**src/acrb_map.vh**
```
/*
  Register offsets, field positions and reset values of the converter
  control register bank. Assumes inclusion by bare name from design files.
*/
`ifndef ACRB_MAP_VH
`define ACRB_MAP_VH
`define ACRB_ADDR_W          4
`define ACRB_DATA_W          16
`define ACRB_OFS_MAIN        4'h0
`define ACRB_OFS_VCM         4'h1
`define ACRB_OFS_IOFS        4'h2
`define ACRB_OFS_IRNG        4'h3
`define ACRB_OFS_TRIM        4'h4
`define ACRB_OFS_QOFS        4'hA
`define ACRB_OFS_QRNG        4'hB
`define ACRB_OFS_APC         4'hC
`define ACRB_OFS_APF         4'hD
`define ACRB_OFS_SYNC        4'hE
`define ACRB_MAIN_RESET      16'h2000
`define ACRB_MAIN_WMASK      16'hFDF0
`define ACRB_GEN_RESET       16'h0000
`define ACRB_BIT_CAL         15
`define ACRB_BIT_PHASE       14
`define ACRB_BIT_OVS         13
`define ACRB_BIT_PATTERN     12
`define ACRB_BIT_IDOWN       11
`define ACRB_BIT_QDOWN       10
`define ACRB_BIT_SLOW        8
`define ACRB_BIT_DES         7
`define ACRB_BIT_PICK        6
`define ACRB_BIT_JOIN        5
`define ACRB_BIT_FMT         4
`endif

```
**src/acrb_top.v**
```verilog
/*
  Control register bank of a dual-channel converter: sixteen-location
  decode, main configuration register and the decoded control outputs.
  Assumes a host writing words over a simple address/strobe port that is
  synchronous to CLK_SYS; the calibration and power-down pins are async.
*/
`timescale 1ns/10ps
`include "acrb_map.vh"
module acrb_top (
  input  wire        CLK_SYS,
  input  wire        RSTN,
  input  wire        REG_WR,
  input  wire        REG_RD,
  input  wire [3:0]  REG_ADDR,
  input  wire [15:0] REG_WDATA,
  output reg  [15:0] REG_RDATA,
  output reg         REG_RVALID,
  input  wire        EXTENDED_CONTROL_MODE,
  input  wire        CAL_PIN,
  input  wire        CHAN_I_DOWN_PIN,
  input  wire        CHAN_Q_DOWN_PIN,
  input  wire        DEMUX_PIN,
  input  wire        DES_PIN,
  input  wire        OVS_PIN,
  input  wire        FMT_PIN,
  output reg         CAL_START,
  output reg         DDR_PHASE_SELECT,
  output reg         OUTPUT_SWING_HIGH,
  output reg         FIXED_PATTERN_ENABLE,
  output reg         CHAN_I_POWERDOWN,
  output reg         CHAN_Q_POWERDOWN,
  output reg         SLOW_CLOCK_SELECT,
  output reg         DUAL_EDGE_MODE,
  output reg         DUAL_EDGE_INPUT_PICK,
  output reg         DUAL_EDGE_INPUT_JOIN,
  output reg         SIGNED_OUTPUT_FORMAT,
  output wire [15:0] MAIN_CONFIG
);

  ////////////////////////////////////////////////////////////////////////////
  // Reset release and pin synchronisers.
  reg        rst_meta;
  reg        rst_n;
  reg  [6:0] pin_meta;
  reg  [6:0] pin_sync;
  reg        cal_trig_q;

  always @(posedge CLK_SYS or negedge RSTN) begin
    if (!RSTN) begin
      rst_meta <= 1'b0;
      rst_n    <= 1'b0;
    end else begin
      rst_meta <= 1'b1;
      rst_n    <= rst_meta;
    end
  end

  always @(posedge CLK_SYS or negedge rst_n) begin
    if (!rst_n) begin
      pin_meta <= 7'h00;
      pin_sync <= 7'h00;
    end else begin
      pin_meta <= {EXTENDED_CONTROL_MODE, CAL_PIN, CHAN_I_DOWN_PIN, CHAN_Q_DOWN_PIN, DES_PIN, OVS_PIN, FMT_PIN};
      pin_sync <= pin_meta;
    end
  end

  wire ext_mode  = pin_sync[6];
  wire cal_pin   = pin_sync[5];
  wire idown_pin = pin_sync[4];
  wire qdown_pin = pin_sync[3];
  wire des_pin = pin_sync[2];
  wire ovs_pin = pin_sync[1];
  wire fmt_pin = pin_sync[0];
  reg        demux_meta;
  reg        demux_sync;

  always @(posedge CLK_SYS or negedge rst_n) begin
    if (!rst_n) begin
      demux_meta <= 1'b0;
      demux_sync <= 1'b0;
    end else begin
      demux_meta <= DEMUX_PIN;
      demux_sync <= demux_meta;
    end
  end

  ////////////////////////////////////////////////////////////////////////////
  // Address decode and storage.
  function is_stored;
    input [3:0] addr;
    begin
      case (addr)
        `ACRB_OFS_MAIN, `ACRB_OFS_VCM, `ACRB_OFS_IOFS, `ACRB_OFS_IRNG,
        `ACRB_OFS_TRIM, `ACRB_OFS_QOFS, `ACRB_OFS_QRNG, `ACRB_OFS_APC,
        `ACRB_OFS_APF, `ACRB_OFS_SYNC: is_stored = 1'b1;
        default: is_stored = 1'b0;
      endcase
    end
  endfunction

  wire [15:0] main_value;
  reg  [15:0] other_regs [0:15];
  integer     idx;

  acrb_word #(
    .RESET_VALUE (`ACRB_MAIN_RESET),
    .WRITE_MASK  (`ACRB_MAIN_WMASK)
  ) u_main (
    .clk     (CLK_SYS),
    .rst_n   (rst_n),
    .wr_en   (REG_WR && (REG_ADDR == `ACRB_OFS_MAIN)),
    .wr_data (REG_WDATA),
    .value   (main_value)
  );

  assign MAIN_CONFIG = main_value;

  always @(posedge CLK_SYS or negedge rst_n) begin
    if (!rst_n) begin
      for (idx = 0; idx < 16; idx = idx + 1) begin
        other_regs[idx] <= `ACRB_GEN_RESET;
      end
    end else if (REG_WR && is_stored(REG_ADDR) && (REG_ADDR != `ACRB_OFS_MAIN)) begin
      other_regs[REG_ADDR] <= REG_WDATA;
    end
  end

  always @(posedge CLK_SYS or negedge rst_n) begin
    if (!rst_n) begin
      REG_RDATA  <= 16'h0000;
      REG_RVALID <= 1'b0;
    end else begin
      REG_RVALID <= REG_RD;
      if (REG_RD) begin
        if (REG_ADDR == `ACRB_OFS_MAIN) begin
          REG_RDATA <= main_value;
        end else if (is_stored(REG_ADDR)) begin
          REG_RDATA <= other_regs[REG_ADDR];
        end else begin
          REG_RDATA <= 16'h0000;
        end
      end
    end
  end

  ////////////////////////////////////////////////////////////////////////////
  // Effective controls: register in extended mode (phase select gated by demux pin), pins or zero otherwise; cal and power-down pins act in both modes.
  wire cal_trig = (ext_mode & main_value[`ACRB_BIT_CAL]) | cal_pin;

  always @(posedge CLK_SYS or negedge rst_n) begin
    if (!rst_n) begin
      cal_trig_q           <= 1'b0;
      CAL_START            <= 1'b0;
      DDR_PHASE_SELECT     <= 1'b0;
      OUTPUT_SWING_HIGH    <= 1'b0;
      FIXED_PATTERN_ENABLE <= 1'b0;
      CHAN_I_POWERDOWN     <= 1'b0;
      CHAN_Q_POWERDOWN     <= 1'b0;
      SLOW_CLOCK_SELECT    <= 1'b0;
      DUAL_EDGE_MODE       <= 1'b0;
      DUAL_EDGE_INPUT_PICK <= 1'b0;
      DUAL_EDGE_INPUT_JOIN <= 1'b0;
      SIGNED_OUTPUT_FORMAT <= 1'b0;
    end else begin
      cal_trig_q <= cal_trig;
      CAL_START  <= cal_trig & ~cal_trig_q;
      CHAN_I_POWERDOWN <= idown_pin | (ext_mode & main_value[`ACRB_BIT_IDOWN]);
      CHAN_Q_POWERDOWN <= qdown_pin | (ext_mode & main_value[`ACRB_BIT_QDOWN]);
      if (ext_mode) begin
        DDR_PHASE_SELECT     <= demux_sync & main_value[`ACRB_BIT_PHASE];
        OUTPUT_SWING_HIGH    <= main_value[`ACRB_BIT_OVS];
        FIXED_PATTERN_ENABLE <= main_value[`ACRB_BIT_PATTERN];
        SLOW_CLOCK_SELECT    <= main_value[`ACRB_BIT_SLOW];
        DUAL_EDGE_MODE       <= main_value[`ACRB_BIT_DES];
        DUAL_EDGE_INPUT_PICK <= main_value[`ACRB_BIT_DES] & main_value[`ACRB_BIT_PICK];
        DUAL_EDGE_INPUT_JOIN <= main_value[`ACRB_BIT_DES] & main_value[`ACRB_BIT_JOIN]
                                & ~main_value[`ACRB_BIT_PICK];
        SIGNED_OUTPUT_FORMAT <= main_value[`ACRB_BIT_FMT];
      end else begin
        DDR_PHASE_SELECT     <= 1'b0;
        OUTPUT_SWING_HIGH    <= ovs_pin;
        FIXED_PATTERN_ENABLE <= 1'b0;
        SLOW_CLOCK_SELECT    <= 1'b0;
        DUAL_EDGE_MODE       <= des_pin;
        DUAL_EDGE_INPUT_PICK <= 1'b0;
        DUAL_EDGE_INPUT_JOIN <= 1'b0;
        SIGNED_OUTPUT_FORMAT <= fmt_pin;
      end
    end
  end

endmodule // acrb_top

```
**src/acrb_word.v**
```verilog
/*
  One 16-bit storage word with write mask and reset value.
  Assumes a synchronised active-low reset from the top module.
*/
`timescale 1ns/10ps
module acrb_word #(
  parameter [15:0] RESET_VALUE = 16'h0000,
  parameter [15:0] WRITE_MASK  = 16'hFFFF
) (
  input  wire        clk,
  input  wire        rst_n,
  input  wire        wr_en,
  input  wire [15:0] wr_data,
  output reg  [15:0] value
);

  always @(posedge clk or negedge rst_n) begin
    if (!rst_n) begin
      value <= RESET_VALUE;
    end else if (wr_en) begin
      value <= wr_data & WRITE_MASK;
    end
  end

endmodule // acrb_word

```
**config.mk**
```make
export PLATFORM = sky130hd
export DESIGN_NAME = acrb_top
export DESIGN_NICKNAME = d
export VERILOG_FILES = /design/src/acrb_top.v /design/src/acrb_word.v
export VERILOG_INCLUDE_DIRS = /design/src
export SDC_FILE = /design/constraint.sdc
export NUM_CORES = 1
export LEC_CHECK = 0
export BUFFER_PORTS_ARGS = -buffer_cell sky130_fd_sc_hd__buf_2
export CAP_MARGIN = 20
export CORE_UTILIZATION = 40
export CTS_BUF_LIST = sky130_fd_sc_hd__clkbuf_4 sky130_fd_sc_hd__clkbuf_8
export DETAILED_ROUTE_END_ITERATION = 12
export HOLD_SLACK_MARGIN = 0.12
export SLEW_MARGIN = 20
export SYNTH_ARGS = -nofsm -noshare
export SYNTH_HDL_FRONTEND = slang
export SYNTH_SLANG_ARGS = --single-unit
export TNS_END_PERCENT = 30
```
**constraint.sdc**
```tcl
create_clock -name CLK_SYS -period 13.9 [get_ports CLK_SYS]
set_clock_uncertainty 0.2 [all_clocks]
set_input_delay 0.695 -clock CLK_SYS [delete_from_list [all_inputs] [get_ports CLK_SYS]]
set_output_delay 0.695 -clock CLK_SYS [all_outputs]
set_load 0.01 [all_outputs]
```
# Yosys cells after proc, flatten, opt, wreduce, memory -nomap -nowiden

Memory sizes are Yosys's and may differ from the RTL's.
Cells that the tools add are included.
W data, S select, Z words.

Register bits: 314
ROM bits: 32
Input port bits: 32
Word-level logic and storage cells: 79
Memories kept: 2

Order comparisons: 2
Mux-type cells: 18
Bitwise logic cells: 14
Reduce and logical (&&, ||, !) cells: 6

Memories:

| memory          | depth | width | read ports | clocked after memory_dff | write ports | RTL line      | text |
|---|---|---|---|---|---|---|---|
| (no name shown) | 16    | 1     | 1          | 0                        | 0           | acrb_top.v:93 | `case (addr)` |
| (no name shown) | 16    | 1     | 1          | 0                        | 0           | acrb_top.v:93 |  |

Operator list:

| kind                 | number |
|---|---|
| $bwmux W256          | 1 |
| $mux W16             | 5 |
| $bmux W16 S4         | 1 |
| $demux W16 S4        | 1 |
| $mux W1              | 10 |
| $and A1 B1 Y1        | 8 |
| $ge A5 B5 Y1 const B | 1 |
| $lt A5 B1 Y1 const B | 1 |
| $not A4 Y5           | 1 |
| $logic_and A1 B1 Y1  | 4 |
| $logic_not A4 Y1     | 1 |
| $reduce_bool A4 Y1   | 1 |
| $or A1 B1 Y1         | 3 |
| $not A1 Y1           | 2 |

# Logic depth before layout (Yosys ltp)

Depth in word-level cells: 6
Gate-level depth with buffers: 7
Depth with buffers taken out: 4

# Modules after synthesis

Synthesis repeated with hierarchy kept, for this count alone.

Cell total of the unflattened synthesis: 761
Area total of the unflattened synthesis: 11672.4 sq um

Modules (own cells, without submodules):

| module    | instances | cells an instance | area each (sq um) | seq. area each (sq um) |
|---|---|---|---|---|
| acrb_top  | 1         | 732               | 11182.0           | 6781.5 |
| acrb_word | 1         | 29                | 490.5             | 276.5 |

# Least setup slack after synthesis

OpenSTA, ideal clock, no wires.

Path kind: input to register
From: input port REG_ADDR[0]
To: register other_regs[201] in the netlist's numbering
Setup time: 125 ps
Data arrival time: 1943 ps
Required time: 13575 ps
Path slack: 11632 ps
Cell stages on the path: 6
Cell sequence: buf_6 -> buf_12 -> nand2_4 -> nor4b_4 -> buf_6 -> mux2_2

Cells in the longest elaborated chain, start to end: 6

RTL lines:

| element                                                                   | RTL line       | text |
|---|---|---|
| start, declared                                                           | acrb_top.v:14  | `input wire [3:0] REG_ADDR,` |
| $not A4 Y5 (not written as such)                                          | acrb_top.v:125 | `other_regs[REG_ADDR] <= REG_WDATA;` |
| $ge A5 B5 Y1 (not written as such) / $lt A5 B1 Y1 (equally long branches) | acrb_top.v:125 |  |
| $logic_and A1 B1 Y1 (not written as such)                                 | acrb_top.v:125 |  |
| $mux W16 (not written as such)                                            | acrb_top.v:125 |  |
| $demux W16 S4                                                             | acrb_top.v:125 |  |
| $bwmux W256                                                               | acrb_top.v:125 |  |
| end signal, assigned by index                                             | acrb_top.v:122 | `` other_regs[idx] <= `ACRB_GEN_RESET; `` |
| end, declared                                                             | acrb_top.v:103 | `reg [15:0] other_regs [0:15];` |

Parallel ways exist; a longest one is shown, timed or not.
A chain may end at the register's enable or synchronous reset.

# Worst setup path in the final report

From: input port REG_ADDR[0]
To: register other_regs[202] in the netlist's numbering

The elaborated chain is that of the path after synthesis.

==> impl_metrics.env <==
export IMPL_min_delay_path_depth=0
export IMPL_place_ws_ns=10.06
export IMPL_fin_total_pwr_w=0.002250
export IMPL_boundaryPins=76
export IMPL_drc=0
export IMPL_r2r_end="REG_RDATA[13]"
export IMPL_synth_edf_count=0
export IMPL_wire_per_inst_um=21.46
export IMPL_grt_util_met1=0.2406
export IMPL_max_stage_delay_ns=0.68
export IMPL_final_nets=847
export IMPL_p_per_area_nw_per_um2=156.9
export IMPL_syn2layout_area_growth_pct=11.71
export IMPL_cts_tree="done"
export IMPL_yosysWarningCount=0
export IMPL_fin_setup_tns_ns=0
export IMPL_drv_cap=0
export IMPL_outcome="finished, final reports clean"
export IMPL_vias_per_cell=5.078
export IMPL_vias=6383
export IMPL_drive_above_1_share=0.4754
export IMPL_layout_common_cells="dfrtp_1, mux2_2, clkbuf_8"
export IMPL_cts_setup_buffers=0
export IMPL_synthFlopType="dfrtp_1"
export IMPL_num_rows=65
export IMPL_async_flop_share=1.000
export IMPL_antenna_found_initial=4
export IMPL_slew_headroom=0.2610
export IMPL_clkTransAtPathRegs_ns=0.06
export IMPL_path_max_fanout=42
export IMPL_max_freq_mhz=314.2
export IMPL_cts_root_buf="clkbuf_8"
export IMPL_die_h_um=181.1
export IMPL_place_congestion=0.7039
export IMPL_ys_top_cells_by_area="dfrtp_1, mux2_2, mux4_2"
export IMPL_dr_pass1_iters=4
export IMPL_dp_hpwl_um=16090
export IMPL_ant_nets=0
export IMPL_drt_iter0_markers=317
export IMPL_gr_total_overflow=0
export IMPL_ir_drop_v=0.00006094
export IMPL_holdPathEnd="pin_sync[1]"
export IMPL_r2r_slack_ns=12.05
export IMPL_worst_setup_path_start_kind="input pin"
export IMPL_finalSetupViolCount=0
export IMPL_busiest_layer="met2"
export IMPL_die_area_sq_um=32810
export IMPL_tightest_slew_ns=1.108
export IMPL_worst_setup_path_end_kind="flip-flop"
export IMPL_grt_usage=0.1728
export IMPL_synthAdderAreaFrac=0
export IMPL_rr_worst_depth=4
export IMPL_use_met3=0.04072
export IMPL_maxSlewViolCount=0
export IMPL_layout_area_seq_sq_um=7863
export IMPL_start_util=0.4068
export IMPL_die_x_um=181.1
export IMPL_critical_path_arrival_ns=3.42
export IMPL_grt_max_degree=200
export IMPL_synth_xor_area_frac=0
export IMPL_portBuffers=70
export IMPL_synthMuxAreaShare=0.2622
export IMPL_clockBufferDepth=3
export IMPL_worstPathCellList="buf_4 -> buf_4 -> nand2_4 -> nor4b_4 -> buf_4 -> mux2_2"
export IMPL_hp_class="reg2reg"
export IMPL_synthSimpleGateAreaFrac=0.03158
export IMPL_crit_type="in2reg"
export IMPL_required_ns=14.14
export IMPL_rsz0062_at_grt="no"
export IMPL_htreeDepth=2
export IMPL_routed_wl_um=26980
export IMPL_grt_util_met2=0.2706
export IMPL_synth_seq_cells=314
export IMPL_nFillCells=2736
export IMPL_multi_input_area_sq_um=4199
export IMPL_synth_cell_type_count=41
export IMPL_clk_latency_ns=0.58
export IMPL_cts_sinks=314
export IMPL_path_common_cell="buf_4"
export IMPL_synth_seq_area_share=0.6122
export IMPL_synth_compound_area_frac=0.02944
export IMPL_post_route_period_util=0.2290
export IMPL_avgSynthCellArea_sq_um=15.37
export IMPL_yosysTopAreaCell="dfrtp_1"
export IMPL_synth_top_family_by_area="multiplexers"
export IMPL_final_common_cell="dfrtp_1"
export IMPL_core_sq_um=31560
export IMPL_r2r_start="other_regs[173]"
export IMPL_grt_pass1_vias=7163
export IMPL_finalWorstSetupSlack_ns=10.72
export IMPL_cp_slowest_cell="buf_4"
export IMPL_cts_buffers=53
export IMPL_hp_start="pin_meta[1]"
export IMPL_syn_area_sq_um=12840
export IMPL_fin_crit_ns=3.183
export IMPL_yosysTopAreaCellShare=0.6102
export IMPL_grt_pass1_wl_um=43100
export IMPL_hold_viol_final=0
export IMPL_p_leak_nw=6.532
export IMPL_syn_inst=835
## state kept, by name, indices dropped and copies added, names as in the netlist
signal / cells
CAL_START: 1
CHAN_I_POWERDOWN: 1
CHAN_Q_POWERDOWN: 1
DDR_PHASE_SELECT: 1
DUAL_EDGE_INPUT_JOIN: 1
DUAL_EDGE_INPUT_PICK: 1
DUAL_EDGE_MODE: 1
FIXED_PATTERN_ENABLE: 1
OUTPUT_SWING_HIGH: 1
REG_RDATA: 16
REG_RVALID: 1
SIGNED_OUTPUT_FORMAT: 1
SLOW_CLOCK_SELECT: 1
cal_trig_q: 1
demux_meta: 1
demux_sync: 1
other_regs: 256
pin_meta: 7
pin_sync: 7
rst_meta: 1
rst_n: 1
u_main.value: 11
## worst max-delay path, delay by kind of cell
family | cells | cell delay (ns)
buffers and inverters | 3 | 1.66
multiplexers | 1 | 0.36
AND/OR/NAND/NOR | 2 | 0.65
## synthesized netlist by cell type (all sizes together) (2+ instances only)
cell and n:
a211oi 11, o21ai 3, nor3 2, nand3b 2, nor3b 2, mux4 64, dfrtp 313, nand2 5
a21o 3, clkbuf 118, inv 6, nor2b 26, mux2 162, o31ai 11, conb 2, nand2b 3
and2 2, o22ai 16, and3 3, a21oi 11, nor2 2, mux2i 10, buf 51
## cell type report
class,count,share of cell area
Inverter,6,0.001571
Tap cell,402,0.03508
Antenna cell,1,0.0001745
Timing Repair Buffer,90,0.04075
Clock buffer,88,0.07880
Sequential cell,314,0.5483
Multi-Input combinational cell,350,0.2928
Clock inverter,6,0.002443
## worst max path at each step
stage                      startpoint         endpoint  slack (ns)  depth (start not counted)
after floorplan                 rst_n        CAL_START        4.30                          0
after CTS                 REG_ADDR[0]  other_regs[207]       10.66                          6
after detailed placement  REG_ADDR[0]  other_regs[207]       10.06                          6
final                     REG_ADDR[0]  other_regs[202]       10.72                          6
after global placement    REG_ADDR[0]  other_regs[235]        9.92                          5
after global routing      REG_ADDR[0]  other_regs[207]       10.47                          6
## kinds of logic after synthesis
family	Yosys count
flip-flops	314
multiplexers	236
buffers and inverters	175
AO/OA/AOI/OAI	57
AND/OR/NAND/NOR	51
other	2
## per-layer routing
layer | wire length (um) | share of wire
met1 | 12470 | 0.46
met3 | 1273 | 0.047
met2 | 12710 | 0.47
met4 | 484 | 0.018
met5 | 35 | 0.0013
## power by group
group	internal, W	switching, W	leakage (nW)	total, W
Sequential	0.00103	0.0000644	4.05	0.00110
Combinational	0.000164	0.000117	1.87	0.000281
Clock	0.000510	0.000361	0.615	0.000871
Total	0.00171	0.000543	6.53	0.00225
## per-stage QoR
stage | cell area, sq um | utilization | instances | hold slack [ns]
2_1_floorplan | 12850 | - | 839 | 0.1312
6_report | 14340 | 0.4544 | 1257 | 0.1468
4_1_cts | 14310 | 0.4533 | 1255 | 0.1501
3_5_place_dp | 13020 | 0.4126 | 1150 | 0.07557
3_3_place_gp | 13010 | 0.4121 | 1149 | 0.07648
5_1_grt | 14340 | 0.4543 | 1256 | 0.1621
## what timing repair did
action,in CTS,in global routing
hold buffers,11,0
resized for setup,0,0
hold endpoints to repair,39,0
Power figures use the tool's default switching activity.
